==> config.mk <==
export PLATFORM = sky130hd
export DESIGN_NAME = awg_triangle_gen
export DESIGN_NICKNAME = d
export VERILOG_FILES = /design/src/verilog/awg_pkg.sv /design/src/verilog/awg_triangle_gen.sv /design/src/verilog/awg_rate_tick.sv
export SDC_FILE = /design/constraint.sdc
export NUM_CORES = 1
export LEC_CHECK = 0
export ABC_CLOCK_PERIOD_IN_PS = 19390
export BUFFER_PORTS_ARGS = -buffer_cell sky130_fd_sc_hd__buf_2
export CAP_MARGIN = 40
export CORE_MARGIN = 2
export CORE_UTILIZATION = 65
export CTS_CLUSTER_SIZE = 40
export DETAILED_ROUTE_END_ITERATION = 7
export PLACE_DENSITY = 0.86
export REMOVE_ABC_BUFFERS = 1
export SLEW_MARGIN = 20
export SYNTH_ARGS = -nofsm -noshare
export SYNTH_HDL_FRONTEND = slang
export SYNTH_SLANG_ARGS = --single-unit
==> constraint.sdc <==
create_clock -name sys_clk -period 19.39 [get_ports sys_clk]
set_clock_uncertainty 0.05 [all_clocks]
set_input_delay 3.878 -clock sys_clk [delete_from_list [all_inputs] [get_ports sys_clk]]
set_output_delay 3.878 -clock sys_clk [all_outputs]
set_load 0.03 [all_outputs]
==> src/verilog/awg_pkg.sv <==
// Package of constants and types for the auto-DAC triangle generator
package awg_pkg;

  // ==========================================================
  // Clock and update-rate timing
  // ==========================================================
  localparam int unsigned SYS_CLK_HZ = 125000000;
  localparam int unsigned RATE_HZ_0 = 4000;
  localparam int unsigned RATE_HZ_1 = 6000;
  localparam int unsigned RATE_HZ_2 = 9000;
  localparam int unsigned RATE_HZ_3 = 12000;
  localparam int unsigned RATE_HZ_4 = 40000;
  localparam int unsigned RATE_HZ_5 = 60000;
  localparam int unsigned RATE_HZ_6 = 90000;
  localparam int unsigned RATE_HZ_7 = 150000;
  // Cycles per update, rounded down (longest interval allowed)
  localparam int unsigned RATE_CYC_0 = SYS_CLK_HZ / RATE_HZ_0;
  localparam int unsigned RATE_CYC_1 = SYS_CLK_HZ / RATE_HZ_1;
  localparam int unsigned RATE_CYC_2 = SYS_CLK_HZ / RATE_HZ_2;
  localparam int unsigned RATE_CYC_3 = SYS_CLK_HZ / RATE_HZ_3;
  localparam int unsigned RATE_CYC_4 = SYS_CLK_HZ / RATE_HZ_4;
  localparam int unsigned RATE_CYC_5 = SYS_CLK_HZ / RATE_HZ_5;
  localparam int unsigned RATE_CYC_6 = SYS_CLK_HZ / RATE_HZ_6;
  localparam int unsigned RATE_CYC_7 = SYS_CLK_HZ / RATE_HZ_7;
  localparam int unsigned TICK_W = 16;

  // ==========================================================
  // Code and step layout
  // ==========================================================
  localparam int unsigned CODE_W = 24;
  localparam int unsigned SEL_W = 3;
  localparam int unsigned STEP_BASE_18 = 1024;
  localparam int unsigned STEP_BASE_16 = 256;
  localparam int unsigned STEP_BASE_14 = 64;
  localparam logic [CODE_W-1:0] CODE_RESET = 24'h000000;
  localparam logic [31:0] DWELL_RESET = 32'h00000000;

  // Resolution selection
  typedef enum logic [1:0] {
    RES_18 = 2'h0,
    RES_16 = 2'h1,
    RES_14 = 2'h2
  } awg_res_t;

  // Generator states
  typedef enum logic [1:0] {
    ST_IDLE,
    ST_RAMP,
    ST_DWELL
  } awg_state_t;

endpackage : awg_pkg

==> src/verilog/awg_triangle_gen.sv <==
// Auto-DAC triangle waveform generator top
`timescale 1ns/1ps

module awg_triangle_gen #(
  parameter int unsigned CW = awg_pkg::CODE_W
) (
  // Clock and reset
  input  wire logic            sys_clk,
  input  wire logic            rst,
  // Generator commands, one-cycle pulses
  input  wire logic            generatorBeginCmd,
  input  wire logic            generatorHaltCmd,
  // Generator parameters
  input  wire logic [CW-1:0]   rampUpperLimit,
  input  wire logic [CW-1:0]   rampLowerLimit,
  input  wire logic [2:0]      stepSel,
  input  wire logic [2:0]      rateSel,
  input  wire logic [1:0]      resSel,
  input  wire logic [31:0]     peakDwellTime,
  // Host DAC code path
  input  wire logic            hostCodeValid,
  input  wire logic [CW-1:0]   hostCode,
  input  wire logic            polaritySwapEnable,
  // DAC side
  output logic [CW-1:0]        dacCode,
  output logic                 dacCodeLoad,
  output logic                 chopEnable,
  output logic                 generatorActive,
  output logic                 hostCodeDropped
);

  // ==========================================================
  // Operating notes
  // ==========================================================
  // Limits and step size are frozen at the begin command, so the
  // host may stage the next set while a waveform runs.
  // The rate code is read live and should stay steady while running.
  // Each update interval is floored to whole clock cycles, so the
  // real update rate sits slightly above the nominal figure, or on it for rate codes 0 and 4.
  // The divider restarts on the begin edge: the first step comes one
  // full update interval after the lower limit is put out.
  // At a limit the code is held for one update interval plus the
  // dwell count; the divider is parked during the dwell so the two
  // add up without any turnaround cycles.
  // A zero dwell reverses on the clamping update itself.
  // Host codes that arrive while the generator runs are dropped and
  // flagged for one cycle; halt leaves the last code on the DAC.
  // Chopping is forced off for the whole run and follows the
  // request again from the cycle the generator goes idle.
  // A begin command while running is ignored; halt always wins the state, but a lower limit or ramp step due that cycle still loads.

  // ==========================================================
  // State and working registers
  // ==========================================================
  awg_pkg::awg_state_t state_reg, state_next;
  logic [CW-1:0]  code_reg, code_next;
  logic           up_reg, up_next;
  logic [31:0]    dwell_reg, dwell_next;
  logic [CW-1:0]  hi_reg, lo_reg;
  logic [CW-1:0]  step_reg;
  logic           tick;
  logic           running;

  // ==========================================================
  // Step size and next-code arithmetic
  // ==========================================================
  logic [CW-1:0]  stepBase;
  logic [CW-1:0]  stepSize;
  logic [CW:0]    sumUp;
  logic           hitTop;
  logic           hitBot;
  logic [CW-1:0]  rampCode;
  logic           limitHit;
  logic           dwellNone;
  logic [31:0]    dwellLoad;
  logic           tickRun;

  // Base step by resolution, scaled by 2^n
  assign stepBase =
    (resSel == awg_pkg::RES_16) ? CW'(awg_pkg::STEP_BASE_16) :
    (resSel == awg_pkg::RES_14) ? CW'(awg_pkg::STEP_BASE_14) :
                                  CW'(awg_pkg::STEP_BASE_18);
  assign stepSize = stepBase << stepSel;

  // Compare and clamp against the latched limits
  assign sumUp  = {1'b0, code_reg} + {1'b0, step_reg};
  assign hitTop = (sumUp >= {1'b0, hi_reg});
  assign hitBot = (code_reg < lo_reg) ||
                  ((code_reg - lo_reg) <= step_reg);
  assign rampCode = up_reg ? (hitTop ? hi_reg : sumUp[CW-1:0])
                           : (hitBot ? lo_reg : code_reg - step_reg);
  assign running  = (state_reg != awg_pkg::ST_IDLE);

  // Limit reached on this update, in the current direction
  assign limitHit  = up_reg ? hitTop : hitBot;
  // A zero dwell turns round on the clamping update itself
  assign dwellNone = (peakDwellTime == 32'h00000000);
  // Countdown start, so the hold adds exactly the dwell cycles
  assign dwellLoad = peakDwellTime - 32'h00000001;
  // Divider runs only while ramping and is parked during a dwell
  assign tickRun   = (state_next == awg_pkg::ST_RAMP);

  // Update-rate divider, parked outside the ramp state
  // Restarts on the begin edge, so the first step follows one interval on
  awg_rate_tick u_tick (
    .sys_clk (sys_clk),
    .rst     (rst),
    .run     (tickRun),
    .rateSel (rateSel),
    .tick    (tick)
  );

  // ==========================================================
  // Next-state logic
  // ==========================================================
  always_comb begin
    state_next = state_reg;
    code_next  = code_reg;
    up_next    = up_reg;
    dwell_next = dwell_reg;
    case (state_reg)
      // Idle: host codes pass straight to the DAC
      awg_pkg::ST_IDLE: begin
        if (generatorBeginCmd) begin
          state_next = awg_pkg::ST_RAMP;
          code_next  = rampLowerLimit;
          up_next    = 1'b1;
        end else if (hostCodeValid) begin
          code_next = hostCode;
        end
      end
      // Ramp: one step per update, clamped at the limits
      awg_pkg::ST_RAMP: begin
        if (tick) begin
          code_next = rampCode;
          if (limitHit && dwellNone) begin
            up_next = !up_reg;
          end else if (limitHit) begin
            state_next = awg_pkg::ST_DWELL;
            dwell_next = dwellLoad;
          end
        end
      end
      // Dwell: hold the code, then turn round
      awg_pkg::ST_DWELL: begin
        if (dwell_reg == 32'h00000000) begin
          state_next = awg_pkg::ST_RAMP;
          up_next    = !up_reg;
        end else begin
          dwell_next = dwell_reg - 32'h00000001;
        end
      end
      default: begin
        state_next = awg_pkg::ST_IDLE;
      end
    endcase
    // Halt wins over begin and over any state change; a begin's lower limit or a ramp step due in the same cycle still loads
    if (generatorHaltCmd) begin
      state_next = awg_pkg::ST_IDLE;
    end
  end

  // ==========================================================
  // Registers
  // ==========================================================
  // Generator state and live code
  always_ff @(posedge sys_clk) begin
    if (rst) begin
      state_reg <= awg_pkg::ST_IDLE;
      code_reg  <= awg_pkg::CODE_RESET;
      up_reg    <= 1'b1;
      dwell_reg <= awg_pkg::DWELL_RESET;
    end else begin
      state_reg <= state_next;
      code_reg  <= code_next;
      up_reg    <= up_next;
      dwell_reg <= dwell_next;
    end
  end

  // Parameters captured at start, host must set them first
  always_ff @(posedge sys_clk) begin
    if (rst) begin
      hi_reg   <= awg_pkg::CODE_RESET;
      lo_reg   <= awg_pkg::CODE_RESET;
      step_reg <= awg_pkg::CODE_RESET;
    end else if (state_reg == awg_pkg::ST_IDLE && generatorBeginCmd) begin
      hi_reg   <= rampUpperLimit;
      lo_reg   <= rampLowerLimit;
      step_reg <= stepSize;
    end
  end

  // Outputs, all registered
  always_ff @(posedge sys_clk) begin
    if (rst) begin
      dacCode         <= awg_pkg::CODE_RESET;
      dacCodeLoad     <= 1'b0;
      chopEnable      <= 1'b0;
      generatorActive <= 1'b0;
      hostCodeDropped <= 1'b0;
    end else begin
      // Load marks every change of code, host or ramp
      dacCode         <= code_next;
      dacCodeLoad     <= (code_next != code_reg);
      chopEnable      <= polaritySwapEnable &&
                         (state_next == awg_pkg::ST_IDLE);
      generatorActive <= (state_next != awg_pkg::ST_IDLE);
      hostCodeDropped <= hostCodeValid && running;
    end
  end

endmodule : awg_triangle_gen

==> src/verilog/awg_rate_tick.sv <==
// Update-rate tick divider for the generator
`timescale 1ns/1ps

module awg_rate_tick #(
  parameter int unsigned TW = awg_pkg::TICK_W
) (
  // Clock and reset
  input  wire logic           sys_clk,
  input  wire logic           rst,
  // Control
  input  wire logic           run,
  input  wire logic [2:0]     rateSel,
  // Tick out
  output logic                tick
);

  logic [TW-1:0] cnt_reg;
  logic [TW-1:0] cnt_next;
  logic [TW-1:0] period;
  logic          wrap;

  // Cycles per update less one for each rate code
  assign period =
    (rateSel == 3'h0) ? TW'(awg_pkg::RATE_CYC_0 - 1) :
    (rateSel == 3'h1) ? TW'(awg_pkg::RATE_CYC_1 - 1) :
    (rateSel == 3'h2) ? TW'(awg_pkg::RATE_CYC_2 - 1) :
    (rateSel == 3'h3) ? TW'(awg_pkg::RATE_CYC_3 - 1) :
    (rateSel == 3'h4) ? TW'(awg_pkg::RATE_CYC_4 - 1) :
    (rateSel == 3'h5) ? TW'(awg_pkg::RATE_CYC_5 - 1) :
    (rateSel == 3'h6) ? TW'(awg_pkg::RATE_CYC_6 - 1) :
                        TW'(awg_pkg::RATE_CYC_7 - 1);
  assign wrap     = (cnt_reg >= period);
  assign cnt_next = (!run || wrap) ? '0 : cnt_reg + TW'(1);

  // Counter held at zero whenever the generator is not ramping
  always_ff @(posedge sys_clk) begin
    if (rst) begin
      cnt_reg <= '0;
      tick    <= 1'b0;
    end else begin
      cnt_reg <= cnt_next;
      tick    <= run && wrap;
    end
  end

endmodule : awg_rate_tick

==> results.toml, run 1 <==
[logic_synthesis]
synth_area_leaders = "dfxtp_1, ha_1, a21oi_1, nand2_1, nor2_1"
postSynth.asyncResetShare_pct = 0
yosys-top-cells-count = "nand2_1, a21oi_1, nor2_1"
syn_inst = 1834
synth-edff-count = 0
synth_seq_cells = 140
ys.flop_type = "dfxtp_1"
ys_seq_area_share_pct = 21.4
synth_top_cell_by_area = "dfxtp_1"
synth_cell_types = 83
syn_area_per_cell_um2 = 7.15
ys_warn_count = 0
yosysMostFrequentCell = "nand2_1"
synth.top_cell.area_share_pct = 21.4
netlist_area_um2 = 13100

[setup_path]
cp_cell_sequence = "ha_1, a21o_1, a31o_1, o2111a_1, a211o_4, nand2_1, nand2_1, a21o_1, a21oi_1, xnor2_1, ha_1, nand2_1, or2_1, or4_1, or4_1, a221o_1, or4_4, a21oi_2, a21oi_1, o21ai_0, or4b_1, nor4_1, a21oi_1"
crit_fanout = 12
crit_required_ps = 19630
setup.worst_path.end_class = "register"
start_kind = "register"
path_class = "register to register"
cpPeakStageDelay_ps = 710
arrival_ps = 7720
cp_slowest_cell = "or4_4"

[timing]
hold_violations = 0
rsz0062_at_grt = "false"
slew_viol_final = 0
worst_pin_slew_ps = 923
tns_ps = 0
fin_crit_ps = 7470
max_freq_mhz = 134
setup_viol = 0
relSlewSlack_pct = 36.9
min_period_over_period_pct = 38.5
fin_hold_ws_ps = 409

[power_and_ir_drop]
p_total_mw = 1.10
p_per_area_nw_per_um2 = 75.0
ir_worst_vdd_mv = 0.0573
p_leak_nw = 6.08

[clock_network]
clkSlewWorstSetupHoldPaths_ps = 70
hold_buffers = 0
post-cts-setup-buffers = 0
root_buffer = "clkbuf_16"
cts_tree = "done"
cts_max_level = 4
clk_latency_ps = 450
cts_max_path_buffers = 2
post_cts_resized = 0
cts.sinks = 140
cts-buffers-inserted = 17

[global_routing]
antenna_found_initial = 0
grt_pass1_wl_mm = 77.4
first_global_vias = 14338
grt-ovfl-total = 0
grt_usage_pct = 45.3
grt_start_max_net_pins = 69

[drt]
avgViaCountPerCell = 6.93
drt-initial-drc-count = 2210
wl_per_cell_um = 22.7
wl_met2_mm = 22.0
top_layer = "met4"
drc = 0
vias = 15235
antenna_left = 0
wl_met1_mm = 18.4
drt_pass1_iterations = 6
route.met3.wl_mm = 5.94
drt-total-wl_mm = 49.9

[floorplanning]
dieArea_um2 = 21300
die_y_um = 146
io_pins = 146
die_w_um = 146
num_rows = 51
initial_utilization_pct = 66.8
core_um2 = 19700

[cells_and_area]
largest_reg_flops = 32
fin_cells = 2199
fillers = 1594
nNetsFinal = 2148
antenna_cells = 0
area_growth_pct = 11.4
final_layout_size_suffix_gt1_share_pct = 12.5

[run_status]
outcome = "complete, no violations"

[worst_hold_path]
hold_path.class = "register to register"

[placed_design]
port_buffers = 145
dpl.hpwl_mm = 37.0
placed_cells = 2164
place_congestion = 1.13

[job]
cap_violations = 0
-- metrics by stage --
step	cell area (um^2)	worst slack (ps)	utilization (%)
after floorplan	12700	11140	-
after global placement	14000	11700	71.1
after detailed placement	14000	11680	71.2
after CTS	14600	12120	74.3
after global routing	14600	11590	74.4
final	14600	11920	74.4
-- worst max-delay path, delay by kind of cell (launching register included) --
family	cells	cell delay (ps)
compound gates	11	2970
simple gates	9	2890
fa+ha+maj	2	700
flops	1	640
xor+xnor	1	90
-- cell families after synthesis --
| group | count (synthesis) | share of synthesized area, % |
|---|---|---|
| buffers and inverters | 207 | 5.97 |
| DFF | 140 | 21.4 |
| AOI/OAI and AO/OA | 570 | 28.6 |
| xor gates and xnor gates | 62 | 4.14 |
| muxes | 60 | 4.72 |
| adders and majority gates | 109 | 10.5 |
| and+or+nand+nor | 686 | 24.7 |
-- worst paths after layout --
check / from / end / slack [ps] / depth (start not counted)
worst min register to register: hi_reg[12]$_SDFFE_PP0P_ / hi_reg[12]$_SDFFE_PP0P_ / 410 / 2
worst max register to register: dacCode[4]$_SDFF_PP0_ / dacCodeLoad$_SDFF_PP0_ / 11920 / 23
worst min-delay path: hi_reg[12]$_SDFFE_PP0P_ / hi_reg[12]$_SDFFE_PP0P_ / 410 / 2
worst max-delay path: dacCode[4]$_SDFF_PP0_ / dacCodeLoad$_SDFF_PP0_ / 11920 / 23
-- placed cells by master, fill, tap and decap left out, types with 8 or more instances in the layout --
master | netlist | final
clkbuf_16 | 0 | 17
o21ai_0 | 111 | 111
nor4_1 | 18 | 18
nor3b_1 | 8 | 8
and2_1 | 10 | 9
nand3_1 | 47 | 47
a31oi_1 | 12 | 12
a21oi_1 | 183 | 183
a211oi_1 | 26 | 26
nor3_1 | 65 | 64
buf_2 | 5 | 145
a221o_1 | 10 | 10
and3_1 | 18 | 18
mux2i_1 | 51 | 51
nor2b_1 | 26 | 26
o211ai_1 | 20 | 20
nand4_1 | 24 | 24
or2_2 | 13 | 13
buf_4 | 0 | 24
nand2b_1 | 15 | 15
xnor2_1 | 38 | 38
a32oi_1 | 17 | 17
nand2_1 | 222 | 221
nor2_1 | 171 | 170
a22oi_1 | 20 | 19
or3_1 | 21 | 21
a21o_1 | 33 | 33
ha_1 | 107 | 106
o221ai_1 | 10 | 10
inv_1 | 105 | 105
xor2_1 | 24 | 24
o21a_1 | 17 | 17
dfxtp_1 | 140 | 140
a221oi_1 | 16 | 16
o211a_1 | 8 | 8
-- area by class of cell --
cell class	instances	area [um^2]	area share [%]
clock buffer	18	439	3.00
clock inverter	14	175	1.20
inverter	105	394	2.70
multi-input combinational	1487	9560	65.4
sequential	140	2800	19.2
tap	265	332	2.27
timing repair buffer	170	911	6.23
-- power by group --
part	leakage, nW	internal (mW)	total (mW)	switching, mW
clock network	0.303	0.199	0.356	0.157
logic	4.63	0.155	0.413	0.258
registers	1.14	0.301	0.328	0.0266
-- layer usage --
| layer | vias to the layer above | track usage [%] |
|---|---|---|
| li1 | 6869 | - |
| met1 | 6992 | 55.4 |
| met2 | 1116 | 72.6 |
| met3 | 258 | 11.4 |
| met4 | 0 | 26.4 |
| met5 | - | 0 |
Power figures use the tool's default switching activity.
==> inputs of run 2 (changes only) <==
--- a/config.mk
+++ b/config.mk
@@ -5,14 +5,15 @@
 export SDC_FILE = /design/constraint.sdc
 export NUM_CORES = 1
 export LEC_CHECK = 0
-export ABC_CLOCK_PERIOD_IN_PS = 19390
+export ABC_AREA = 1
+export ABC_CLOCK_PERIOD_IN_PS = 6700
 export BUFFER_PORTS_ARGS = -buffer_cell sky130_fd_sc_hd__buf_2
 export CAP_MARGIN = 40
 export CORE_MARGIN = 2
-export CORE_UTILIZATION = 65
+export CORE_UTILIZATION = 55
 export CTS_CLUSTER_SIZE = 40
 export DETAILED_ROUTE_END_ITERATION = 7
-export PLACE_DENSITY = 0.86
+export PLACE_DENSITY = 0.78
 export REMOVE_ABC_BUFFERS = 1
 export SLEW_MARGIN = 20
 export SYNTH_ARGS = -nofsm -noshare
==> constraint.sdc (replaced) <==
create_clock -name sys_clk -period 6.7 [get_ports sys_clk]
set_clock_uncertainty 0.05 [all_clocks]
set_input_delay 1.34 -clock sys_clk [delete_from_list [all_inputs] [get_ports sys_clk]]
set_output_delay 1.34 -clock sys_clk [all_outputs]
set_load 0.03 [all_outputs]
==> run 2 against run 1 <==
Highest routed layer unchanged. Non-clock buffer count shrank 6. Final area grew 0.84%. Worst hold slack gained 8.7 ps. Critical path depth grew 14. Sequential share of layout area shrank 0.16 points. The flow now finishes with violations (design-rule violations). Synthesized area grew 0.51%. Die area grew 18%.
==> results.toml, run 2 <==
[run_status]
outcome = "complete, but fails checks"
violations = "design-rule violations"

[global_routing]
antenna_found_initial = 0
grt_start_max_net_pins = 59
grt_usage_pct = 34.4
grt-ovfl-total = 0
first_global_vias = 13614
grt_pass1_wl_mm = 70.3

[setup_path]
r2r_cells = 37
crit_required_ps = 7000
setup.worst_path.end_class = "register"
arrival_ps = 6040
cp_common_cell = "nand2_1"
reg2reg_setup_slack_ps = 960
path_class = "register to register"
crit_fanout = 24
cpPeakStageDelay_ps = 450
cp_slowest_cell = "fa_1"
start_kind = "register"

[drt]
antenna_left = 0
drc = 2
wl_per_cell_um = 17.2
drt-total-wl_mm = 44.0
avgViaCountPerCell = 5.68
drt_pass1_iterations = 8
vias = 14511
drt-initial-drc-count = 1601

[power_and_ir_drop]
ir_worst_vdd_mv = 0.144
p_comb_share_pct = 40.3
power_frac_seq_pct = 29.0
pwr-share-clk_pct = 30.8
p_leak_nw = 6.99
p_per_area_nw_per_um2 = 220
internal-power_mw = 1.89
netSwitchingPower_mw = 1.35
swShare_pct = 41.6

[floorplanning]
io_pins = 146
initial_utilization_pct = 56.2
die_y_um = 159
dieArea_um2 = 25200
die_w_um = 159
num_rows = 56
core_um2 = 23500

[logic_synthesis]
yosysMostFrequentCell = "nand2_1"
netlist_area_um2 = 13200
synth_fa_ha_area_share_pct = 10.5
synth_seq_cells = 140
synth.top_cell.area_share_pct = 21.3
postSynth.asyncResetShare_pct = 0
yosys-top-cells-count = "nand2_1, inv_1, nor2_1"
synth_xor_area_share_pct = 4.65
ys_warn_count = 0
synth_simple_gate_area_share_pct = 33.9
synth_cell_types = 59
synth_area_leaders = "dfxtp_1, nand2_1, ha_1, inv_1, a21oi_1"
synth_top_cell_by_area = "dfxtp_1"
synthMuxAreaShare_pct = 0.512
synth_top_family_by_area = "simple AND/OR/NAND/NOR gates"
synth_compound_area_share_pct = 18.1
ys.flop_type = "dfxtp_1"
synth-edff-count = 0
syn_area_per_cell_um2 = 6.22
ys_seq_area_share_pct = 21.3
syn_inst = 2121

[cells_and_area]
largest_reg_flops = 32
layout_common_cells = "nand2_1, inv_1, nor2_1"
final_area_um2 = 14700
antenna_cells = 0
final_util_pct = 62.8
final_common_cell = "nand2_1"
area_growth_pct = 11.8
final_layout_size_suffix_gt1_share_pct = 12.3
nNetsFinal = 2452

[timing]
postLayoutSetupSlackWorst_ps = 956
worst_pin_slew_ps = 873
setup_viol = 0
fin_crit_ps = 5740
tns_ps = 0
hold_violations = 0
max_freq_mhz = 174
fin_hold_ws_ps = 417
rsz0062_at_grt = "false"
relSlewSlack_pct = 41.8
min_period_over_period_pct = 85.7
slew_viol_final = 0

[clock_network]
hold_buffers = 0
cts_max_path_buffers = 2
clk_latency_ps = 440
cts_max_level = 4
cts_tree = "done"
cts-buffers-inserted = 17
root_buffer = "clkbuf_16"
post_cts_resized = 0
cts.sinks = 140
post-cts-setup-buffers = 0
clkSlewWorstSetupHoldPaths_ps = 70

[placed_design]
port_buffers = 145
place_congestion = 1.02
dpl_worst_slack_ps = 1120
dpl.hpwl_mm = 34.3
placed_cell_area_um2 = 14100

[worst_hold_path]
min_path_cells = 2
hold_path.class = "register to register"

[job]
cap_violations = 0
==> run 2: metal layers <==
layer | global-route usage (%) | part of all wire, % | wire, um | up-vias
met1 | 44.2 | 43 | 18800 | 6606
li1 | - | - | - | 7190
met2 | 58.0 | 47 | 20500 | 619
met5 | 0 | 0 | 0 | -
met3 | 5.93 | 7.7 | 3410 | 96
met4 | 11.8 | 3.0 | 1340 | 0
==> run 2: logic make-up after synthesis <==
kind of cell | after synthesis
XOR/XNOR | 70
adder cells (fa/ha/maj) | 109
multiplexers | 6
buffers and inverters | 372
flip-flops | 140
AO/OA/AOI/OAI | 421
AND/OR/NAND/NOR | 1003
==> run 2: power by group through the flow <==
| stage | Clock, mW | Sequential (mW) | Combinational, mW |
|---|---|---|---|
| global route | 1.04 | 0.945 | 1.45 |
| global placement | 0 | 0.955 | 1.25 |
| floorplan | 0 | 0.972 | 0.851 |
| finish | 0.998 | 0.940 | 1.31 |
| detailed placement | 0 | 0.956 | 1.27 |
| CTS | 1.00 | 0.937 | 1.28 |
==> run 2: path summary, 6_finish.rpt <==
| path | start | end |
|---|---|---|
| max reg2reg | dacCode[0]$_SDFF_PP0_ | dacCodeLoad$_SDFF_PP0_ |
| max | dacCode[0]$_SDFF_PP0_ | dacCodeLoad$_SDFF_PP0_ |
| min | lo_reg[11]$_SDFFE_PP0P_ | lo_reg[11]$_SDFFE_PP0P_ |
| min reg2reg | lo_reg[11]$_SDFFE_PP0P_ | lo_reg[11]$_SDFFE_PP0P_ |
==> run 2: worst max-delay path, delay by kind of cell (launching register included) <==
kind	cells	cell delay (ps)
adders and majority gates	3	990
DFF	1	400
xor gates and xnor gates	1	70
and+or+nand+nor	26	2930
AOI/OAI and AO/OA	2	560
buffers and inverters	5	650
==> run 2: cell type report <==
type                            count  area [um^2]
Inverter                          293         1100
Clock inverter                     13          155
Fill cell                        2271         8730
Multi-Input combinational cell   1609         8910
Sequential cell                   140         2800
Tap cell                          319          399
Timing Repair Buffer              164          916
Clock buffer                       19          453
==> run 2: stage by stage <==
| step | cells | power (mW) |
|---|---|---|
| 4_1_cts | 2557 | 3.21 |
| 2_1_floorplan | 2042 | 1.82 |
| 5_1_grt | 2557 | 3.43 |
| 6_report | 2557 | 3.24 |
| 3_5_place_dp | 2525 | 2.22 |
| 3_3_place_gp | 2521 | 2.20 |
==> inputs of run 3 (changes only) <==
--- a/config.mk
+++ b/config.mk
@@ -13,7 +13,8 @@
 export CORE_UTILIZATION = 55
 export CTS_CLUSTER_SIZE = 40
 export DETAILED_ROUTE_END_ITERATION = 7
-export PLACE_DENSITY = 0.78
+export PLACE_DENSITY = 0.79
+export RECOVER_POWER = 50
 export REMOVE_ABC_BUFFERS = 1
 export SLEW_MARGIN = 20
 export SYNTH_ARGS = -nofsm -noshare
==> run 3 against run 2 <==
Total power about the same. Register-to-register slack improved by 140 ps. Die area unchanged. The flow finishes with violations (max-capacitance violations, max-slew violations). Critical endpoint is now dwell_reg[31]$_SDFFE_PP0P_.
==> results.toml, run 3 (synthesized netlist as in run 2, its figures left out) <==
[drt]
top_layer = "met4"
drt_pass1_iterations = 6
antenna_left = 0
avgViaCountPerCell = 5.80
wl_met1_mm = 18.1
wl_met2_mm = 19.6
drc = 0
wl_per_cell_um = 17.1
vias = 14848
drt-initial-drc-count = 1610
route.met3.wl_mm = 3.99
drt-total-wl_mm = 43.7

[cells_and_area]
largest_reg_flops = 32
final_common_cell = "nand2_1"
final_layout_size_suffix_gt1_share_pct = 10.7
nNetsFinal = 2453
antenna_cells = 0
final_util_pct = 62.6
area_growth_pct = 11.4
layout_common_cells = "nand2_1, inv_1, nor2_1"

[power_and_ir_drop]
p_total_mw = 3.24
p_per_area_nw_per_um2 = 221
ir_worst_vdd_mv = 0.148
p_leak_nw = 6.87

[clock_network]
post-cts-setup-buffers = 0
post_cts_resized = 0
root_buffer = "clkbuf_16"
cts_max_level = 4
clkSlewWorstSetupHoldPaths_ps = 70
cts.sinks = 140
hold_buffers = 0
cts_max_path_buffers = 2
cts-buffers-inserted = 17
clk_latency_ps = 440
cts_tree = "done"

[setup_path]
path_buf_inv = 4
cp_common_cell = "nand2_1"
crit_required_ps = 6970
arrival_ps = 5870
r2r_cells = 28
cp_top_family = "simple AND/OR/NAND/NOR gates"
regToRegStartpoint = "dacCode[6]$_SDFF_PP0_"
crit_fanout = 49
reg2reg_setup_slack_ps = 1100
reg2reg_to = "dwell_reg[31]$_SDFFE_PP0P_"
setup.worst_path.end_class = "register"
path_class = "register to register"
start_kind = "register"
cpPeakStageDelay_ps = 480
cp_slowest_cell = "dfxtp_1"

[placed_design]
dpl.hpwl_mm = 33.8
place_congestion = 1.04
dpl_worst_slack_ps = 1290
port_buffers = 145

[worst_hold_path]
hold_path.class = "register to register"
worstHoldEndpoint = "lo_reg[16]$_SDFFE_PP0P_"
min_path_cells = 2
hp-start = "lo_reg[16]$_SDFFE_PP0P_"

[global_routing]
grt_start_max_net_pins = 63
antenna_found_initial = 1
grt-ovfl-total = 0
grt_usage_pct = 33.7
first_global_vias = 13574
grt_pass1_wl_mm = 69.3

[timing]
fin_crit_ps = 5600
hold_violations = 0
slew_viol_final = 202
worst_pin_slew_ps = 3350
fin_hold_ws_ps = 418
setup_viol = 0
postLayoutSetupSlackWorst_ps = 1100
relSlewSlack_pct = -123
max_freq_mhz = 179
rsz0062_at_grt = "false"
tns_ps = 0
min_period_over_period_pct = 83.6

[run_status]
outcome = "complete, but fails checks"
violations = "max-capacitance violations, max-slew violations"

[floorplanning]
dieArea_um2 = 25200
core_um2 = 23500
num_rows = 56
die_y_um = 159
initial_utilization_pct = 56.2
io_pins = 146
die_w_um = 159

[job]
cap_violations = 4
-- run 3: layout make-up --
| class | instances | area [um^2] |
|---|---|---|
| Multi-Input combinational cell | 1609 | 8910 |
| Fill cell | 2278 | 8780 |
| Sequential cell | 140 | 2800 |
| Inverter | 293 | 1100 |
| Timing Repair Buffer | 165 | 868 |
| Clock buffer | 20 | 457 |
| Tap cell | 319 | 399 |
| Clock inverter | 12 | 150 |
-- run 3: through the flow --
stage | std cells | instance area (um^2)
4_1_cts | 2557 | 14700
2_1_floorplan | 2042 | 12800
3_3_place_gp | 2519 | 14000
5_1_grt | 2558 | 14700
3_5_place_dp | 2525 | 14100
6_report | 2558 | 14700
-- run 3: worst max-delay path by stage --
stage	slack (ps)	cells past startpoint	from	to
2_1_floorplan	1440	27	dacCode[6]$_SDFF_PP0_	dwell_reg[31]$_SDFFE_PP0P_
3_3_place_gp	1420	37	dacCode[0]$_SDFF_PP0_	dacCodeLoad$_SDFF_PP0_
3_5_place_dp	1290	28	dacCode[6]$_SDFF_PP0_	dwell_reg[31]$_SDFFE_PP0P_
4_1_cts	1270	28	dacCode[6]$_SDFF_PP0_	dwell_reg[31]$_SDFFE_PP0P_
5_1_grt	630	31	dacCode[0]$_SDFF_PP0_	dwell_reg[4]$_SDFFE_PP0P_
6_report	1100	28	dacCode[6]$_SDFF_PP0_	dwell_reg[31]$_SDFFE_PP0P_
-- run 3: worst reg2reg max path: cells and delay by family (launching register included) --
| family | cells | cell delay [ps] |
|---|---|---|
| flops | 1 | 480 |
| buf+inv | 4 | 880 |
| compound gates | 3 | 680 |
| fa+ha+maj | 3 | 960 |
| simple gates | 17 | 2250 |
| xor+xnor | 1 | 180 |
-- run 3: report_power, final --
part           internal, mW  total, mW  switching, mW  leakage (nW)
Sequential            0.883      0.941         0.0579          1.15
Combinational         0.428       1.29          0.860          5.43
Clock                 0.581       1.01          0.430         0.292
Total                  1.89       3.24           1.35          6.87
-- run 3: layer usage --
layer	vias to the layer above	GRT usage [%]
li1	7181	-
met1	6707	43.4
met2	813	55.6
met3	147	5.67
met4	0	14.4
met5	-	0
